--- config.mk ---
export PLATFORM = sky130hd
export DESIGN_NAME = aoc_config_regs
export DESIGN_NICKNAME = d
export VERILOG_FILES = /design/src/aoc_pkg.sv /design/src/aoc_config_regs.sv
export SDC_FILE = /design/constraint.sdc
export NUM_CORES = 1
export LEC_CHECK = 0
export BUFFER_PORTS_ARGS = -buffer_cell sky130_fd_sc_hd__buf_4
export CAP_MARGIN = 10
export CELL_PAD_IN_SITES_DETAIL_PLACEMENT = 0
export CELL_PAD_IN_SITES_GLOBAL_PLACEMENT = 1
export CORE_MARGIN = 3
export CORE_UTILIZATION = 46
export CTS_CLUSTER_SIZE = 14
export DETAILED_ROUTE_END_ITERATION = 8
export PLACE_DENSITY_LB_ADDON = 0.1
export SLEW_MARGIN = 20
export SYNTH_ARGS = -nofsm -noshare
export SYNTH_HDL_FRONTEND = slang
export SYNTH_SLANG_ARGS = --single-unit
--- constraint.sdc ---
create_clock -name core_clk -period 4.56 [get_ports core_clk]
set_input_delay 0.912 -clock core_clk [delete_from_list [all_inputs] [get_ports core_clk]]
set_output_delay 0.912 -clock core_clk [all_outputs]
set_load 0.02 [all_outputs]
--- src/aoc_pkg.sv ---
// Constants for the upper configuration bank of the converter: offsets,
// field positions, codes and edge-shift figures.
// Assumes the serial port frames are 8 address bits then 8 data bits.
package aoc_pkg;

   // ------------------------------------------------------------------
   // Register offsets
   // ------------------------------------------------------------------
   localparam logic [7:0] OFS_PATTERN_HIGH_BITS = 8'h3f;
   localparam logic [7:0] OFS_PATTERN_LOW_BYTE = 8'h40;
   localparam logic [7:0] OFS_OUTPUT_INTERFACE_CLOCK_EDGE_CTRL = 8'h41;
   localparam logic [7:0] OFS_FALL_EDGE_AND_STANDBY_CTRL = 8'h42;
   localparam logic [7:0] OFS_POWER_DOWN_AND_SWING_ENABLE = 8'h43;
   localparam logic [7:0] OFS_PERFORMANCE_MODE_TWO = 8'h4a;
   localparam logic [7:0] OFS_CONVERGED_CODE_BIAS = 8'hbf;
   localparam logic [7:0] OFS_CORRECTION_LOOP_CONTROL = 8'hcf;
   localparam logic [7:0] OFS_REDUCED_RATE_SETTING = 8'hdf;
   localparam logic [7:0] REG_RESET_VALUE = 8'h00;

   // ------------------------------------------------------------------
   // Field positions
   // ------------------------------------------------------------------
   localparam int IFSEL_HI = 7;
   localparam int IFSEL_LO = 6;
   localparam int DRIVE_HI = 5;
   localparam int DRIVE_LO = 4;
   localparam int RISE_EN_BIT = 3;
   localparam int RISE_HI = 2;
   localparam int RISE_LO = 1;
   localparam int FALL_EN_BIT = 0;
   localparam int FALL_HI = 7;
   localparam int FALL_LO = 6;
   localparam int SLEEP_BIT = 2;
   localparam int SHUTDOWN_BIT = 6;
   localparam int PINS_OFF_BIT = 4;
   localparam int SWING_HI = 1;
   localparam int SWING_LO = 0;
   localparam int HF_TUNING_BIT = 0;
   localparam int PED_HI = 7;
   localparam int PED_LO = 2;
   localparam int HOLD_BIT = 7;
   localparam int SETTLE_HI = 5;
   localparam int SETTLE_LO = 2;
   localparam int REDUCED_HI = 5;
   localparam int REDUCED_LO = 4;
   localparam int PAT_HIGH_HI = 5;
   localparam int PATTERN_W = 14;
   localparam int PED_W = 6;

   // ------------------------------------------------------------------
   // Codes
   // ------------------------------------------------------------------
   localparam logic [1:0] IFSEL_LVDS = 2'h1;
   localparam logic [1:0] IFSEL_CMOS = 2'h3;
   localparam logic [1:0] FIELD_ON = 2'h3;
   localparam logic [1:0] SHIFT_DEFAULT = 2'h0;
   localparam logic [1:0] SHIFT_CODE_1 = 2'h1;
   localparam logic [1:0] SHIFT_CODE_2 = 2'h2;
   localparam logic [3:0] SETTLE_CODE_MAX = 4'hb;
   localparam logic [4:0] SETTLE_LOG2_BASE = 5'h14;

   // ------------------------------------------------------------------
   // Edge advance in picoseconds
   // ------------------------------------------------------------------
   localparam logic [10:0] RISE_LVDS_CODE1_PS = 11'd500;
   localparam logic [10:0] FALL_LVDS_CODE1_PS = 11'd400;
   localparam logic [10:0] LVDS_CODE3_PS = 11'd200;
   localparam logic [10:0] CMOS_CODE1_PS = 11'd100;
   localparam logic [10:0] CMOS_CODE2_PS = 11'd200;
   localparam logic [10:0] CMOS_CODE3_PS = 11'd1500;

   localparam logic [4:0] FRAME_BITS = 5'h10;
   localparam logic [4:0] ADDR_BITS = 5'h08;

endpackage
--- src/aoc_config_regs.sv ---
// Upper configuration bank of the converter with its serial write port,
// plus the decoding of each field into the controls that it steers.
// Assumes the serial pins are asynchronous to core_clk and run slow
// enough that each serial clock level lasts at least three core cycles.
// The lower-bank inputs (readout, pattern select, correction enable)
// come from logic on core_clk and are read without synchronisers.
//
// Operation
// (RL1) All bank registers reset to zero.
// (RL2) 14-bit: outputs carry full pattern.
// (RL3) 12-bit: outputs carry pattern bits 13:2.
// (RL4) Pattern low byte, high six bits.
// (RL5) Interface code: LVDS, CMOS, else pin.
// (RL6) Clock drive strength, CMOS clock only.
// (RL7) Rise shift only when rise enable set.
// (RL8) LVDS rise shift codes: 500, aligned, 200.
// (RL9) CMOS rise shift codes: 100, 200, 1500.
// (RL10) Fall shift only when fall enable set.
// (RL11) LVDS fall shift codes: 400, aligned, 200.
// (RL12) CMOS fall shift codes: 100, 200, 1500.
// (RL13) Standby: core and buffers off, reference on.
// (RL14) Shutdown: core, references, buffers all off.
// (RL15) Output pins off places pins high-impedance.
// (RL16) Swing applied only for code 11.
// (RL17) Host sets tuning above 230 MHz.
// (RL18) Loop converges to mid-code plus pedestal.
// (RL19) Pedestal is six-bit twos complement.
// (RL20) Hold freezes estimate while correction enabled.
// (RL21) Loop constant is 1M cycles doubled per code.
// (RL22) Low-speed mode only for code 11.
// (RL23) Host writes zero to reserved bits.
// (RL24) Loop runs only while correction enabled.
// (RL25) New settings act after the write completes.
`timescale 1ns/10ps

module aoc_config_regs
   import aoc_pkg::*;
#(
   parameter int DATA_W = 14
) (
   input wire logic core_clk,
   input wire logic srst,
   input wire logic sen_n,
   input wire logic sclk,
   input wire logic sdata,
   input wire logic readout_enable,
   input wire logic format_select_pin,
   input wire logic custom_pattern_active,
   input wire logic dc_trim_enable,
   output logic sdout,
   output logic [DATA_W-1:0] pattern_data,
   output logic lvds_selected,
   output logic [1:0] parallel_clock_drive_level,
   output logic [10:0] rise_advance_ps,
   output logic rise_aligned,
   output logic [10:0] fall_advance_ps,
   output logic fall_aligned,
   output logic core_powered_down,
   output logic reference_powered_down,
   output logic output_pins_enable,
   output logic swing_apply,
   output logic high_freq_tuning,
   output logic loop_run,
   output logic hold_offset_estimate,
   output logic [4:0] loop_settling_log2,
   output logic [DATA_W-1:0] correction_target,
   output logic low_speed_enable
);

   // ------------------------------------------------------------------
   // State
   // ------------------------------------------------------------------
   typedef struct packed {
      // Pin synchronisers; the third sclk stage only serves edge detection.
      logic sen_s1;
      logic sen_s2;
      logic sclk_s1;
      logic sclk_s2;
      logic sclk_s3;
      logic sdata_s1;
      logic sdata_s2;

      // Frame engine and readback.
      logic [4:0] bit_cnt;
      logic [15:0] shift;
      logic [7:0] rd_shift;
      logic sdout;

      // Register storage, one byte per offset.
      logic [7:0] pat_high;
      logic [7:0] pat_low;
      logic [7:0] if_clk;
      logic [7:0] fall_sleep;
      logic [7:0] power;
      logic [7:0] perf;
      logic [7:0] bias;
      logic [7:0] loop_ctl;
      logic [7:0] reduced;
   } aoc_state_t;

   aoc_state_t state_reg;
   aoc_state_t state_next;

   logic sclk_rise;
   logic sclk_fall;
   logic frame_active;
   logic [15:0] word_in;

   // Returns the current contents of the register at a given offset.
   // Unmapped offsets read as zero, so a host can probe the map safely.
   function automatic logic [7:0] aoc_read(input aoc_state_t s, input logic [7:0] ofs);
      logic [7:0] v;
      v = 8'h00;
      unique case (ofs)
         OFS_PATTERN_HIGH_BITS: v = s.pat_high;
         OFS_PATTERN_LOW_BYTE: v = s.pat_low;
         OFS_OUTPUT_INTERFACE_CLOCK_EDGE_CTRL: v = s.if_clk;
         OFS_FALL_EDGE_AND_STANDBY_CTRL: v = s.fall_sleep;
         OFS_POWER_DOWN_AND_SWING_ENABLE: v = s.power;
         OFS_PERFORMANCE_MODE_TWO: v = s.perf;
         OFS_CONVERGED_CODE_BIAS: v = s.bias;
         OFS_CORRECTION_LOOP_CONTROL: v = s.loop_ctl;
         OFS_REDUCED_RATE_SETTING: v = s.reduced;
         default: v = 8'h00;
      endcase
      return v;
   endfunction

   // ------------------------------------------------------------------
   // Serial port and register storage
   // ------------------------------------------------------------------
   // Edges are taken from the second and third stages; the first stage
   // feeds only the second.
   assign sclk_rise = state_reg.sclk_s2 & ~state_reg.sclk_s3;
   assign sclk_fall = ~state_reg.sclk_s2 & state_reg.sclk_s3;
   assign frame_active = ~state_reg.sen_s2;
   assign word_in = {state_reg.shift[14:0], state_reg.sdata_s2};

   // A frame is sixteen rising serial edges, address byte first and most
   // significant bit first. The register is looked up after the eighth
   // edge, so readback is ready before the data byte starts. Raising sen_n
   // clears the bit count, so a cut frame changes no register.
   always_comb begin
      state_next = state_reg;
      state_next.sen_s1 = sen_n;
      state_next.sen_s2 = state_reg.sen_s1;
      state_next.sclk_s1 = sclk;
      state_next.sclk_s2 = state_reg.sclk_s1;
      state_next.sclk_s3 = state_reg.sclk_s2;
      state_next.sdata_s1 = sdata;
      state_next.sdata_s2 = state_reg.sdata_s1;
      if (!frame_active) begin
         state_next.bit_cnt = 5'h00;
         state_next.sdout = 1'b0;
      end else if (sclk_rise && state_reg.bit_cnt < FRAME_BITS) begin
         state_next.shift = word_in;
         state_next.bit_cnt = state_reg.bit_cnt + 5'h01;
         if (state_reg.bit_cnt == ADDR_BITS - 5'h01) begin
            state_next.rd_shift = aoc_read(state_reg, word_in[7:0]);
         end
         // The write lands on the last serial bit, so every decoded field
         // below follows from the next core cycle on.
         if (state_reg.bit_cnt == FRAME_BITS - 5'h01 && !readout_enable) begin // RL25
            unique case (word_in[15:8])
               OFS_PATTERN_HIGH_BITS: begin
                  state_next.pat_high = word_in[7:0]; // RL4
               end
               OFS_PATTERN_LOW_BYTE: begin
                  state_next.pat_low = word_in[7:0]; // RL4
               end
               OFS_OUTPUT_INTERFACE_CLOCK_EDGE_CTRL: begin
                  state_next.if_clk = word_in[7:0];
               end
               OFS_FALL_EDGE_AND_STANDBY_CTRL: begin
                  state_next.fall_sleep = word_in[7:0];
               end
               OFS_POWER_DOWN_AND_SWING_ENABLE: begin
                  state_next.power = word_in[7:0];
               end
               OFS_PERFORMANCE_MODE_TWO: begin
                  state_next.perf = word_in[7:0];
               end
               OFS_CONVERGED_CODE_BIAS: begin
                  state_next.bias = word_in[7:0];
               end
               OFS_CORRECTION_LOOP_CONTROL: begin
                  state_next.loop_ctl = word_in[7:0];
               end
               OFS_REDUCED_RATE_SETTING: begin
                  state_next.reduced = word_in[7:0];
               end
               default: state_next.shift = word_in;
            endcase
         end
      end else if (sclk_fall && readout_enable && state_reg.bit_cnt >= ADDR_BITS
                   && state_reg.bit_cnt < FRAME_BITS) begin
         // Readback goes out MSB first on the falling serial edge, so the
         // host can sample it on the following rising edge.
         state_next.sdout = state_reg.rd_shift[7];
         state_next.rd_shift = {state_reg.rd_shift[6:0], 1'b0};
      end
   end

   always_ff @(posedge core_clk) begin
      if (srst) begin
         // The port comes out of reset deselected, as if sen_n were high.
         state_reg <= '0;
         state_reg.sen_s1 <= 1'b1;
         state_reg.sen_s2 <= 1'b1;
         state_reg.pat_high <= REG_RESET_VALUE; // RL1
         state_reg.pat_low <= REG_RESET_VALUE; // RL1
         state_reg.if_clk <= REG_RESET_VALUE; // RL1
         state_reg.fall_sleep <= REG_RESET_VALUE; // RL1
         state_reg.power <= REG_RESET_VALUE; // RL1
         state_reg.perf <= REG_RESET_VALUE; // RL1
         state_reg.bias <= REG_RESET_VALUE; // RL1
         state_reg.loop_ctl <= REG_RESET_VALUE; // RL1
         state_reg.reduced <= REG_RESET_VALUE; // RL1
      end else begin
         state_reg <= state_next;
      end
   end

   // ------------------------------------------------------------------
   // Field decoding
   // ------------------------------------------------------------------
   logic [PATTERN_W-1:0] pattern_full;
   logic [1:0] ifsel;
   logic fmt_pin_s1;
   logic fmt_pin_s2;
   logic [1:0] rise_code;
   logic [1:0] fall_code;
   logic [3:0] settle_code;
   logic signed [PED_W-1:0] pedestal;
   logic [DATA_W-1:0] mid_code;
   logic [DATA_W-1:0] pedestal_ext;

   // The format pin is a board strap, brought in through two stages.
   // The stages reset low, so LVDS stands until the strap is seen.
   always_ff @(posedge core_clk) begin
      if (srst) begin
         fmt_pin_s1 <= 1'b0;
         fmt_pin_s2 <= 1'b0;
      end else begin
         fmt_pin_s1 <= format_select_pin;
         fmt_pin_s2 <= fmt_pin_s1;
      end
   end

   assign sdout = state_reg.sdout;

   assign pattern_full = {state_reg.pat_high[PAT_HIGH_HI:0], state_reg.pat_low}; // RL4
   // A narrower variant keeps the top bits and drops the low ones.
   always_comb begin
      if (custom_pattern_active) begin
         pattern_data = pattern_full[PATTERN_W-1 -: DATA_W]; // RL2 RL3
      end else begin
         pattern_data = '0;
      end
   end

   assign ifsel = state_reg.if_clk[IFSEL_HI:IFSEL_LO];
   always_comb begin
      if (ifsel == IFSEL_LVDS) begin
         lvds_selected = 1'b1; // RL5
      end else if (ifsel == IFSEL_CMOS) begin
         lvds_selected = 1'b0; // RL5
      end else begin
         lvds_selected = ~fmt_pin_s2; // RL5
      end
   end

   // Strength matters only to the parallel clock driver; LVDS ignores it.
   assign parallel_clock_drive_level = state_reg.if_clk[DRIVE_HI:DRIVE_LO]; // RL6

   always_comb begin
      rise_code = SHIFT_DEFAULT; // RL7
      fall_code = SHIFT_DEFAULT; // RL10
      if (state_reg.if_clk[RISE_EN_BIT]) begin
         rise_code = state_reg.if_clk[RISE_HI:RISE_LO]; // RL7
      end
      if (state_reg.if_clk[FALL_EN_BIT]) begin
         fall_code = state_reg.fall_sleep[FALL_HI:FALL_LO]; // RL10
      end
   end

   // LVDS code 10 aligns the edge with data and carries no advance.
   always_comb begin
      rise_aligned = 1'b0;
      fall_aligned = 1'b0;
      rise_advance_ps = 11'd0;
      fall_advance_ps = 11'd0;
      if (lvds_selected) begin
         unique case (rise_code)
            SHIFT_DEFAULT: rise_advance_ps = 11'd0;
            SHIFT_CODE_1: rise_advance_ps = RISE_LVDS_CODE1_PS; // RL8
            SHIFT_CODE_2: rise_aligned = 1'b1; // RL8
            default: rise_advance_ps = LVDS_CODE3_PS; // RL8
         endcase

         unique case (fall_code)
            SHIFT_DEFAULT: fall_advance_ps = 11'd0;
            SHIFT_CODE_1: fall_advance_ps = FALL_LVDS_CODE1_PS; // RL11
            SHIFT_CODE_2: fall_aligned = 1'b1; // RL11
            default: fall_advance_ps = LVDS_CODE3_PS; // RL11
         endcase
      end else begin
         unique case (rise_code)
            SHIFT_DEFAULT: rise_advance_ps = 11'd0;
            SHIFT_CODE_1: rise_advance_ps = CMOS_CODE1_PS; // RL9
            SHIFT_CODE_2: rise_advance_ps = CMOS_CODE2_PS; // RL9
            default: rise_advance_ps = CMOS_CODE3_PS; // RL9
         endcase

         unique case (fall_code)
            SHIFT_DEFAULT: fall_advance_ps = 11'd0;
            SHIFT_CODE_1: fall_advance_ps = CMOS_CODE1_PS; // RL12
            SHIFT_CODE_2: fall_advance_ps = CMOS_CODE2_PS; // RL12
            default: fall_advance_ps = CMOS_CODE3_PS; // RL12
         endcase
      end
   end

   // Standby keeps the reference alive for fast wake-up; shutdown does not.
   always_comb begin
      core_powered_down = 1'b0;
      if (state_reg.fall_sleep[SLEEP_BIT]) begin
         core_powered_down = 1'b1; // RL13
      end
      if (state_reg.power[SHUTDOWN_BIT]) begin
         core_powered_down = 1'b1; // RL14
      end
   end
   assign reference_powered_down = state_reg.power[SHUTDOWN_BIT]; // RL14
   assign output_pins_enable = ~(state_reg.power[PINS_OFF_BIT] | core_powered_down); // RL15

   // Codes 01 and 10 are forbidden to the host and treated as off.
   always_comb begin
      swing_apply = 1'b0;
      if (state_reg.power[SWING_HI:SWING_LO] == FIELD_ON) begin
         swing_apply = 1'b1; // RL16
      end
   end

   assign high_freq_tuning = state_reg.perf[HF_TUNING_BIT];

   always_comb begin
      low_speed_enable = 1'b0;
      if (state_reg.reduced[REDUCED_HI:REDUCED_LO] == FIELD_ON) begin
         low_speed_enable = 1'b1; // RL22
      end
   end

   // A freeze means nothing while the loop is off, so hold is gated too.
   assign loop_run = dc_trim_enable; // RL24
   assign hold_offset_estimate = dc_trim_enable & state_reg.loop_ctl[HOLD_BIT]; // RL20

   // Codes above the last listed one saturate at the longest constant.
   assign settle_code = state_reg.loop_ctl[SETTLE_HI:SETTLE_LO];
   always_comb begin
      if (settle_code > SETTLE_CODE_MAX) begin
         loop_settling_log2 = SETTLE_LOG2_BASE + {1'b0, SETTLE_CODE_MAX}; // RL21
      end else begin
         loop_settling_log2 = SETTLE_LOG2_BASE + {1'b0, settle_code}; // RL21
      end
   end

   assign pedestal = state_reg.bias[PED_HI:PED_LO]; // RL19
   // Mid-code is the top bit alone; the pedestal is sign-extended onto it.
   assign mid_code = {1'b1, {(DATA_W-1){1'b0}}};
   assign pedestal_ext = DATA_W'({{(DATA_W-PED_W){pedestal[PED_W-1]}}, pedestal}); // RL19
   assign correction_target = mid_code + pedestal_ext; // RL18

endmodule

==> results.md <==
- Worst r2r dst: state_reg[34]$_SDFFE_PP0P_
- Finished Layout Cells: 776
- Synth async-reset ratio: 0%
- Total gr overflow: 0
- Pins over their slew limit: 0
- Starting DRT DRC Count: 293
- Tmin final: 3230 ps
- GRT Util Overall: 20.8%
- Pin count of the biggest net entering global routing: 105
- Skew-Pair Late Insertion Delay: 350 ps
- DRT Pass-1 Iters: 4
- Yosys reg bits: 110
- Die height: 113 um
- First-pass GRT wire length: 21.2 mm
- Fin. Hold Viols: 0
- Nets: 643
- Post-Place Cells: 760
- Top-count cell post-synth: dfxtp_1
- Post-synth top cells: 110 x dfxtp_1, 85 x nor2_1, 67 x mux2i_1
- Crit path DAT: 3420 ps
- Synth Area in Compound Gates: 11.3%
- Tcrit/Tclk final: 70.8%
- Gpl congestion: 0.844
- Die W: 113 um
- Outcome: finished clean
- Detailed-placement wirelength estimate: 8.94 mm
- Port bufs: 70
- Hold Crit Class: flip-flop to flip-flop
- Final ANT Viol Nets: 0
- Syn Inst Count: 605
- IO Pins: 78
- Reg-to-Reg Start: state_reg[97]$_SDFFE_PP0P_
- Post-synth top area share: 41.7%
- Maximum clock path buffer count: 2
- CP required: 4750 ps
- Hold path startpoint: state_next[107]$_SDFF_PP1_
- WL final: 13.1 mm
- WHS Endpoint: state_reg[107]$_SDFF_PP1_
- H-tree Lvls: 3
- FILL cells: 1,010
- Post-Synth XOR/XNOR Area: 0.498%
- Clk sinks: 110
- Setup Viol. Count Final: 0
- PwrDens: 319 mW/mm^2
- Number of global-route vias before repair: 4,048
- Post-CTS setup buffer count: 0
- Worst Setup Start Kind: flip-flop
- Worst VDD drop: 206 uV
- Max reg flops: 73
- Seq/Total Area, Yosys: 41.7%
- CTS Buf Count: 9
- Cts repair resizes: 0
- Layout cells sized above 1: 18.6%
- F_max: 310 MHz
- Multi-input gate area: 0.00269 mm^2
- Simple-gate portion of the synthesized area: 22.5%
- Hold Slack: 419 ps
- Mux cell area share after synthesis: 15.5%
- Clock root cell: clkbuf_16
- Synth Warn #: 0
- Top post-synthesis cells by area: dfxtp_1 42%, mux2i_1 13%, nor2_1 6.0%
- Max-Cap Viols: 0
- Clock Pin Slew Worst Setup and Hold Paths: 70 ps
- Finished Core Util: 54.8%
- Wire per inst: 16.9 um
- R2R depth: 8
- Clk_skew: 7.99 ps
- Area Overhead vs Synth: 14.4%
- Critical Path Fanout Max: 11
- Setup TNS: 0 ps
- Measured slew at the worst slew-check pin: 1070 ps
- FP Rows: 38
- Largest area contributor in the netlist: dfxtp_1
- Diode count: 0
- Unique masters post-synth: 53
- Unrepaired setup endpoints after global routing: false
- Crit. End Element: flip-flop
- Post-synth EDFFs: 0
- Post-Syn Area: 0.00528 mm^2
- Sequential Area: 0.00220 mm^2
- Vias/cell: 5.38
- Initial Util: 47.9%
- Slew HR: 28.4%
- Initial antenna violation count: 0
- Reg2Reg Setup Slack: 1330 ps
- Routed vias: 4,171
- Core area: 0.0110 mm^2
- Hold buffers post-CTS: 0
- CTS tree: yes
- Hold path cells: 1
- Synth Flop Type: dfxtp_1
- Average size of a mapped cell: 8.73 um^2
- Post-route DRC: 0
- Die Area: 0.0128 mm^2
- WS Path Type: flip-flop to flip-flop
- Post-Synth Adder-Cell Area: 0.711%
- Leak: 2.26 nW
- Largest family of logic cells by synthesized area: simple AND/OR/NAND/NOR gates
-- critical path: stages (launching register included) --
cell	delay (ps)
dfxtp_1	400
ha_1	220
and3_1	180
ha_1	130
or3b_2	490
nand4bb_1	650
nor3_4	670
mux2i_1	260
nor2_1	60
-- power by group --
group          switching (mW)  internal (mW)  total (mW)
combinational          0.0315         0.0114      0.0429
sequential            0.00180          0.963       0.965
clock                   0.350          0.567       0.917
-- cells in the final DEF (no fill, tap or decap), types with 7 or more instances in the layout --
cell type / n
and2_1: 19
nand2_1: 66
clkbuf_16: 9
mux2i_1: 67
o21ai_0: 8
buf_4: 77
o22ai_1: 11
dfxtp_1: 110
a21oi_1: 35
conb_1: 7
a22oi_1: 19
inv_1: 10
nor2_1: 85
nor3_1: 7
nor2b_1: 12
mux2_2: 7
-- cell families after synthesis --
logic type / Yosys count
AOI/OAI and AO/OA: 94
xor gates and xnor gates: 3
adders and majority gates: 3
buffers and inverters: 77
DFF: 110
muxes: 77
other: 2
and+or+nand+nor: 239
-- how the worst max path moves through the flow --
| stage | to | from | slack, ps |
|---|---|---|---|
| finish | state_reg[34]$_SDFFE_PP0P_ | state_reg[97]$_SDFFE_PP0P_ | 1330 |
| global route | state_reg[34]$_SDFFE_PP0P_ | state_reg[97]$_SDFFE_PP0P_ | 1140 |
| CTS | state_reg[39]$_SDFFE_PP0P_ | state_reg[97]$_SDFFE_PP0P_ | 1330 |
| detailed placement | state_reg[39]$_SDFFE_PP0P_ | readout_enable | 1220 |
| global placement | pattern_full[4]$_SDFFE_PP0P_ | readout_enable | 1290 |
| floorplan | fall_advance_ps[8] | ifsel[0]$_SDFFE_PP0P_ | 1970 |
-- through the flow --
stage	total power [mW]	setup WS [ps]	area (um^2)
finish	1.93	1330	6040
global route	1.98	1140	6040
CTS	1.95	1330	6040
detailed placement	1.03	1220	5680
global placement	1.03	1290	5680
floorplan	1.02	1970	5300
-- layer usage --
layer,vias to the layer above,share of wire [%],GRT usage (%)
met1,1975,49,29.3
met3,16,4.3,3.16
met4,0,1.6,6.89
li1,2097,-,-
met5,-,0,0
met2,83,46,32.7
-- area by class of cell --
class	instances	area share [%]
clock buffer	11	4.18
clock inverter	5	1.74
inverter	10	0.621
multi-input combinational	423	44.5
sequential	110	36.4
tap	140	2.90
timing repair buffer	77	9.57
Power figures use the tool's default switching activity.
